`src/include/bdio_pkg.sv`:
```
// Shared constants, types and helper functions for the bus digital I/O port.
`default_nettype none

package bdio_pkg;

    // Register byte offsets inside the slave's window.
    localparam int unsigned     DEC_ADDR_W   = 8;
    localparam logic [7:0]      DATA_OFS     = 8'h00;
    localparam logic [7:0]      CSR_OFS      = 8'h04;

    // Field positions of the control/status word.
    localparam int unsigned     CSR_DIR_LSB      = 0;
    localparam int unsigned     CSR_UNUSED_BIT   = 4;
    localparam int unsigned     CSR_FAIL_OFF_BIT = 5;
    localparam int unsigned     CSR_TB_EN_N_BIT  = 6;
    localparam int unsigned     CSR_DRV_DIS_N_BIT = 7;
    localparam int unsigned     CSR_ID_LSB       = 8;

    // Values after reset.
    localparam logic [7:0]      CSR_CTRL_RST = 8'h00;
    localparam logic [31:0]     LATCH_RST    = 32'h0000_0000;

    // Bus encodings used by the slave.
    localparam logic [1:0]      HTRANS_NONSEQ = 2'h2;
    localparam logic [2:0]      HSIZE_BYTE    = 3'h0;
    localparam logic [2:0]      HSIZE_HALF    = 3'h1;

    // Data phase sequencing of the slave.
    typedef enum logic [1:0] {
        BDIO_IDLE,
        BDIO_WAIT,
        BDIO_DONE
    } bdio_bus_e;

    // Byte lane k of the bus word carries channels 31-8k down to 24-8k.
    function automatic logic [31:0] bdioLaneSwap(input logic [31:0] x);
        bdioLaneSwap = {x[7:0], x[15:8], x[23:16], x[31:24]};
    endfunction : bdioLaneSwap

    // Lanes touched by a transfer of the given size at the given address.
    function automatic logic [3:0] bdioLaneMask(input logic [2:0] size,
                                                input logic [1:0] addr);
        if (size == HSIZE_BYTE) begin
            bdioLaneMask = 4'(4'h1 << addr);
        end else if (size == HSIZE_HALF) begin
            bdioLaneMask = addr[1] ? 4'hC : 4'h3;
        end else begin
            bdioLaneMask = 4'hF;
        end
    endfunction : bdioLaneMask

    // Widens a lane mask to a bit mask.
    function automatic logic [31:0] bdioBitMask(input logic [3:0] lanes);
        bdioBitMask = {{8{lanes[3]}}, {8{lanes[2]}}, {8{lanes[1]}}, {8{lanes[0]}}};
    endfunction : bdioBitMask

endpackage : bdio_pkg

`default_nettype wire

```
`src/hw/bdio_field_path.sv`:
```
// Per-channel driver control and comparator source selection of the I/O port.
`default_nettype none

module bdio_field_path
    import bdio_pkg::*;
#(
    parameter bit POS_TRUE = 1'b1,
    parameter bit DIR_CTRL = 1'b0
) (
    input  wire logic        clk,
    input  wire logic        rst,
    input  wire logic [31:0] outputLatch,
    input  wire logic        driverDisable_n,
    input  wire logic        testBufferEnable_n,
    input  wire logic [3:0]  byteDir,
    input  wire logic [31:0] fieldIn,
    output var  logic [31:0] fieldOut,
    output var  logic [31:0] fieldOe,
    output var  logic [31:0] compVal
);

    logic [31:0] chanEnable;
    logic [31:0] driverOn;
    logic        offLine;

    // Direction bit 0 governs channels 24-31, bit 3 governs channels 0-7.
    always_comb begin
        for (int b = 0; b < 4; b++) begin
            chanEnable[8*b +: 8] = {8{driverDisable_n & (DIR_CTRL ? byteDir[3-b] : 1'b1)}};
        end
    end

    // A non-inverting latch turns the driver off for a one.
    assign driverOn = POS_TRUE ? ~outputLatch : outputLatch;

    // Off-line loopback only when both mode bits are active.
    assign offLine = ~driverDisable_n & ~testBufferEnable_n;

    // Off-line returns the latch, otherwise the comparators see the pins.
    assign compVal = offLine ? outputLatch : fieldIn;

    // An open-collector driver only ever pulls low.
    assign fieldOut = '0;

    // Driver enables follow the latch, gated by mode and direction.
    always_ff @(posedge clk) begin
        if (rst) begin
            fieldOe <= '0;
        end else begin
            fieldOe <= chanEnable & driverOn;
        end
    end

endmodule : bdio_field_path

`default_nettype wire

```
`src/hw/bdio_top.sv`:
```
// Bus digital I/O port with loopback test, reached as an AHB-Lite slave.
`default_nettype none

// Summary of operation
// - Control bit turns fail indicator off or on.
// - Read-only identification byte follows polarity option.
// - Writes load output latch, latch drives drivers.
// - Inverting latch: one drives low; positive-true opposite.
// - Read latches comparator outputs, returns latched value.
// - Two active-low mode bits select three modes.
// - Off-line: drivers disabled, test buffers enabled.
// - Reset enters off-line test mode.
// - Off-line: written data loops back to reads.
// - On-line: reads show output pin state.
// - Normal: reads always show output pin state.
// - Output and input latches share one address.
// - Decoded cycle routes data to addressed register.
// - Acknowledge only after the access completes.
// - Byte, halfword and word transfers accepted.
// - Direction bits enable channel bytes as outputs.
// - Status word: identification high, control low.
// - Byte zero holds channels 31-24, byte three 7-0.
module bdio_top
    import bdio_pkg::*;
#(
    parameter bit         POS_TRUE    = 1'b1,
    parameter bit         DIR_CTRL    = 1'b0,
    parameter logic [7:0] ID_POS_TRUE = 8'h3C, // Arbitrary value.
    parameter logic [7:0] ID_NEG_TRUE = 8'hC3  // Arbitrary value.
) (
    input  wire logic        clk,
    input  wire logic        rst,
    input  wire logic        hsel,
    input  wire logic [31:0] haddr,
    input  wire logic [1:0]  htrans,
    input  wire logic        hwrite,
    input  wire logic [2:0]  hsize,
    input  wire logic [31:0] hwdata,
    input  wire logic        hready,
    output var  logic [31:0] hrdata,
    output var  logic        hreadyout,
    output var  logic        hresp,
    input  wire logic [31:0] fieldIn,
    output var  logic [31:0] fieldOut,
    output var  logic [31:0] fieldOe,
    output var  logic        failLedOn,
    output var  logic        testBufferOn
);

    // The two option parameters must give different identification bytes.
    if (ID_POS_TRUE == ID_NEG_TRUE) begin : g_id_check
        $error("bdio_top: the two identification values must differ.");
    end

    bdio_bus_e   busState_reg;
    bdio_bus_e   busState_next;
    logic [7:0]  reqAddr_reg;
    logic        reqWrite_reg;
    logic [3:0]  reqLanes_reg;
    logic [31:0] outputLatch_reg;
    logic [31:0] rdata_reg;
    logic [7:0]  ctrl_reg;
    logic        failLedOn_reg;
    logic        testBufferOn_reg;
    logic        addrPhase;
    logic        hitData;
    logic        hitCsr;
    logic [31:0] compVal;
    logic [31:0] laneBits;
    logic [7:0]  ctrlImage;
    logic [7:0]  ctrlFromBus;
    logic [7:0]  boardId;
    logic [31:0] mergedBus;
    logic [15:0] statusWord;

    // A transfer is taken when the master presents a selected non-sequential phase.
    assign addrPhase = hsel & hready & (htrans == HTRANS_NONSEQ);

    // Decoding of the captured address into the two register words.
    assign hitData = (reqAddr_reg == DATA_OFS);
    assign hitCsr  = (reqAddr_reg == CSR_OFS);

    // Lanes of the pending transfer expanded to bit positions.
    assign laneBits = bdioBitMask(reqLanes_reg);

    // Identification byte depends on the polarity option.
    assign boardId = POS_TRUE ? ID_POS_TRUE : ID_NEG_TRUE;

    // Control bits are stored in true sense and flipped on the bus for
    // the negative-true option, so reset always lands in off-line mode.
    always_comb begin
        ctrlImage = POS_TRUE ? ctrl_reg : ~ctrl_reg;
        ctrlImage[CSR_UNUSED_BIT] = 1'b0;
        ctrlFromBus = POS_TRUE ? hwdata[7:0] : ~hwdata[7:0];
        ctrlFromBus[CSR_UNUSED_BIT] = 1'b0;
    end

    // Status word as read: identification above, control below.
    assign statusWord = {boardId, ctrlImage};

    // New output word with only the addressed byte lanes replaced.
    assign mergedBus = (bdioLaneSwap(outputLatch_reg) & ~laneBits) | (hwdata & laneBits);

    // Data phase sequencer: one wait state, then the answer.
    always_comb begin
        busState_next = busState_reg;
        case (busState_reg)
            BDIO_IDLE: begin
                if (addrPhase) begin
                    busState_next = BDIO_WAIT;
                end
            end
            BDIO_WAIT: begin
                busState_next = BDIO_DONE;
            end
            BDIO_DONE: begin
                busState_next = addrPhase ? BDIO_WAIT : BDIO_IDLE;
            end
            default: begin
                busState_next = BDIO_IDLE;
            end
        endcase
    end

    // State register of the sequencer.
    always_ff @(posedge clk) begin
        if (rst) begin
            busState_reg <= BDIO_IDLE;
        end else begin
            busState_reg <= busState_next;
        end
    end

    // Address phase capture of the pending request.
    always_ff @(posedge clk) begin
        if (rst) begin
            reqAddr_reg  <= '0;
            reqWrite_reg <= 1'b0;
            reqLanes_reg <= '0;
        end else if (addrPhase && (busState_reg != BDIO_WAIT)) begin
            reqAddr_reg  <= {haddr[DEC_ADDR_W-1:2], 2'b00};
            reqWrite_reg <= hwrite;
            reqLanes_reg <= bdioLaneMask(hsize, haddr[1:0]);
        end
    end

    // Output latch written from the bus in the wait cycle.
    always_ff @(posedge clk) begin
        if (rst) begin
            outputLatch_reg <= LATCH_RST;
        end else if ((busState_reg == BDIO_WAIT) && reqWrite_reg && hitData) begin
            outputLatch_reg <= bdioLaneSwap(mergedBus);
        end
    end

    // Control bits, writable only through the low byte of the status word.
    always_ff @(posedge clk) begin
        if (rst) begin
            ctrl_reg <= CSR_CTRL_RST;
        end else if ((busState_reg == BDIO_WAIT) && reqWrite_reg && hitCsr
                     && reqLanes_reg[0]) begin
            ctrl_reg <= ctrlFromBus;
        end
    end

    // Read data register, which is also the input latch: a data read snapshots
    // the comparators here and the bus is driven from that snapshot.
    // An unmapped word reads as zero.
    always_ff @(posedge clk) begin
        if (rst) begin
            rdata_reg <= '0;
        end else if ((busState_reg == BDIO_WAIT) && !reqWrite_reg) begin
            if (hitData) begin
                rdata_reg <= bdioLaneSwap(compVal);
            end else if (hitCsr) begin
                rdata_reg <= {16'h0000, statusWord};
            end else begin
                rdata_reg <= '0;
            end
        end
    end

    // Indicator and test-buffer state registered for the outputs.
    always_ff @(posedge clk) begin
        if (rst) begin
            failLedOn_reg    <= 1'b1;
            testBufferOn_reg <= 1'b1;
        end else begin
            failLedOn_reg    <= ~ctrl_reg[CSR_FAIL_OFF_BIT];
            testBufferOn_reg <= ~ctrl_reg[CSR_TB_EN_N_BIT];
        end
    end

    // Channel drivers and comparator source under the mode bits.
    bdio_field_path #(
        .POS_TRUE (POS_TRUE),
        .DIR_CTRL (DIR_CTRL)
    ) u_field (
        .clk                (clk),
        .rst                (rst),
        .outputLatch        (outputLatch_reg),
        .driverDisable_n    (ctrl_reg[CSR_DRV_DIS_N_BIT]),
        .testBufferEnable_n (ctrl_reg[CSR_TB_EN_N_BIT]),
        .byteDir            (ctrl_reg[CSR_DIR_LSB +: 4]),
        .fieldIn            (fieldIn),
        .fieldOut           (fieldOut),
        .fieldOe            (fieldOe),
        .compVal            (compVal)
    );

    // Bus answers: ready drops only in the wait cycle, response always OKAY.
    assign hreadyout    = (busState_reg != BDIO_WAIT);
    assign hresp        = 1'b0;
    assign hrdata       = rdata_reg;
    assign failLedOn    = failLedOn_reg;
    assign testBufferOn = testBufferOn_reg;

endmodule : bdio_top

`default_nettype wire

```
`config.mk`:
```
export PLATFORM = sky130hd
export DESIGN_NAME = bdio_top
export DESIGN_NICKNAME = d
export VERILOG_FILES = /design/src/include/bdio_pkg.sv /design/src/hw/bdio_field_path.sv /design/src/hw/bdio_top.sv
export SDC_FILE = /design/constraint.sdc
export NUM_CORES = 1
export LEC_CHECK = 0
export BUFFER_PORTS_ARGS = -buffer_cell sky130_fd_sc_hd__buf_2
export CORE_UTILIZATION = 52
export DETAILED_ROUTE_END_ITERATION = 16
export PLACE_DENSITY = 0.85
export SYNTH_ARGS = -nofsm -noshare
export SYNTH_HDL_FRONTEND = slang
export SYNTH_SLANG_ARGS = --single-unit
```
`constraint.sdc`:
```
create_clock -name clk -period 2.81 [get_ports clk]
set_input_delay 0.562 -clock clk [delete_from_list [all_inputs] [get_ports clk]]
set_output_delay 0.562 -clock clk [all_outputs]
set_load 0.05 [all_outputs]
```
==> results.json <==
{
  "grt_max_degree": 44,
  "io_buffers": 148,
  "num_antenna_cells": 0,
  "clock_skew_ns": 0.0110,
  "p_leak_nw": 2.81,
  "vias_per_cell": 5.51,
  "dp.cells": 720,
  "ir_drop_mv": 0.464,
  "setup_viol": 0,
  "ant_nets": 0,
  "slew-limit-headroom": 0.317,
  "critPathMaxStageDelay_ns": 0.47,
  "final_cell_area_um2": 6120,
  "syn_inst": 495,
  "cp_data_arrival_time_ns": 1.88,
  "hold_buffers": 0,
  "dominantRegCellSynth": "dfxtp_1",
  "fillers": 706,
  "post-dp-hpwl_um": 7940,
  "p_total_mw": 3.92,
  "grt_use_total": 0.249,
  "finalSetupTns_ns": 0,
  "final.period_utilization": 0.869,
  "clockBufferDepth": 2,
  "syn_area_per_cell_um2": 9.92,
  "multi_input_area_um2": 2240,
  "cp_slowest_cell": "dfxtp_1",
  "async_flop_share": 0,
  "ys.warnings.count": 0,
  "cp_num_buf_inv": 2,
  "synthXorXnorAreaFrac": 0,
  "synth_cell_type_count": 37,
  "pre_cts_ws_ns": 0.716,
  "netlist_area_um2": 4910,
  "synthAdderAreaFrac": 0,
  "htreeDepth": 4,
  "vias": 4144,
  "outcome": "completed",
  "rsz0062_at_grt": "false",
  "path_delay_family": "buffers and inverters",
  "maxSlewViolCount": 0,
  "core_um2": 9200,
  "clock-sinks": 118,
  "die_area_um2": 9830,
  "seq_area_frac_synth": 0.481,
  "fmax_ghz": 0.409,
  "crit_fanout": 13,
  "antenna_found_initial": 0,
  "insertion_delay_ns": 0.50,
  "seqCellArea_um2": 2360,
  "cp_data_required_time_ns": 2.25,
  "finalHoldViolations": 0,
  "fin_nets": 734,
  "cp-endpoint": "hreadyout",
  "rr_endpoint": "ctrl_reg[0]",
  "place.gp.congestion": 0.787,
  "critPathCaptureType": "output port",
  "grt_pass1_wl_um": 19400,
  "first_pass_iters": 4,
  "worst-setup-path-type": "flip-flop to output port",
  "muxShareOfSynthArea": 0.0918,
  "fp.dieH_um": 99.2,
  "synth_edf_count": 0,
  "cts_tree": "done",
  "row_count": 35,
  "dpl-instance-area_um2": 5560,
  "wl_um": 12000,
  "startpoint": "busState_reg[0]",
  "cts_setup_buffers": 0,
  "worst_slew_pin_slew_ns": 1.02,
  "cts.repair.resized": 0,
  "fin_cells": 752,
  "power_density_nw_per_um2": 641,
  "synth-seq-cells": 118,
  "drive_gt1_frac": 0.328,
  "wire_per_inst_um": 16.0,
  "synth_top_family_by_area": "simple AND/OR/NAND/NOR gates",
  "root_buffer": "clkbuf_8",
  "synthSimpleGateAreaFrac": 0.183,
  "critPathLaunchType": "flip-flop",
  "r2r_slack_ns": 0.73,
  "clkTransAtPathRegs_ns": 0.06,
  "max_cap_viol_count": 0,
  "start_util": 0.534,
  "fin_ws_ns": 0.367,
  "overflow": 0,
  "grt_pass1_vias": 3993,
  "finalCriticalPeriod_ns": 2.44,
  "path_cells": "nor2b_2 > inv_1 > buf_2",
  "reg2reg_depth": 3,
  "synthToLayoutAreaGrowth_pct": 24.6,
  "drt_iter0_drc": 160,
  "worstSetupPathDepth": 3,
  "synth_compound_area_frac": 0.155,
  "fp.dieW_um": 99.2,
  "r2r_start": "reqAddr_reg[3]",
  "drc": 0,
  "cts_buffers": 17,
  "hold_class": "primary input to flip-flop",
  "io_pins": 206
}
how the worst min path moves through the flow:
stage	end	slack (ns)	cells after the start	from
floorplan	failLedOn	0.39	1	ctrl_reg[5]
global route	flip-flop	0.30	3	hwdata[14]
finish	flip-flop	0.32	3	hwdata[18]
CTS	flip-flop	0.30	3	hwdata[18]
global placement	failLedOn	0.42	1	ctrl_reg[5]
detailed placement	failLedOn	0.42	1	ctrl_reg[5]
Yosys cell counts (4+ instances only):
cell type,n,share of area
dfxtp_1,118,0.48
mux2i_1,45,0.092
nand2b_1,40,0.051
nor2_1,38,0.029
buf_4,34,0.052
a21oi_1,29,0.030
clkbuf_1,29,0.022
o2bb2ai_1,21,0.037
o21ai_0,19,0.019
nand4_1,17,0.022
o31ai_1,16,0.024
a211oi_1,12,0.018
a221o_1,10,0.020
or3b_2,10,0.018
nand3_1,8,0.0082
and4_1,6,0.011
buf_2,6,0.0061
nand4b_1,5,0.0089
buf_1,4,0.0031
inv_1,4,0.0031
cells by family after synthesis:
logic type | after synthesis
AOI/OAI and AO/OA | 110
buffers and inverters | 78
DFF | 118
muxes | 45
other | 1
and+or+nand+nor | 143
layer usage:
layer | global-route usage | vias to the layer above | share of wire
li1 | - | 1992 | -
met3 | 0.0555 | 8 | 0.052
met2 | 0.436 | 162 | 0.51
met1 | 0.300 | 1982 | 0.43
met4 | 0.0950 | 0 | 0.0092
met5 | 0 | - | 0
stage by stage:
stage | hold slack (ns) | util
6_report | 0.322 | 0.665
5_1_grt | 0.301 | 0.665
4_1_cts | 0.300 | 0.665
3_5_place_dp | 0.421 | 0.604
3_3_place_gp | 0.420 | 0.604
2_1_floorplan | 0.386 | -
layout by cell type (no fill, tap or decap), drive strengths merged, types with 6 or more instances in the layout:
master,n
buf,156
dfxtp,118
mux2i,45
nand2b,40
nor2,38
conb,33
a21oi,29
o2bb2ai,21
o21ai,19
clkbuf,18
nand4,17
o31ai,16
a211oi,12
or3b,10
a221o,10
nand3,8
inv,7
and4,6
power breakdown:
group          switching (mW)  internal [mW]  leakage (nW)
clock                   0.788           1.20         0.260
sequential            0.00498           1.68         0.951
combinational           0.184         0.0681          1.60
total                   0.977           2.95          2.81
worst reg2reg max path: cells and delay by family, from the launching register on:
kind	cells	cell delay (ns)
and+or+nand+nor	2	1.43
DFF	1	0.32
muxes	1	0.26
final cells by class:
type,instances,share of cell area
clock inverter,14,0.0207
multi-input combinational,331,0.367
timing repair buffer,156,0.131
inverter,4,0.00245
clock buffer,18,0.0700
tap,111,0.0227
sequential,118,0.386
Power figures use the tool's default switching activity.
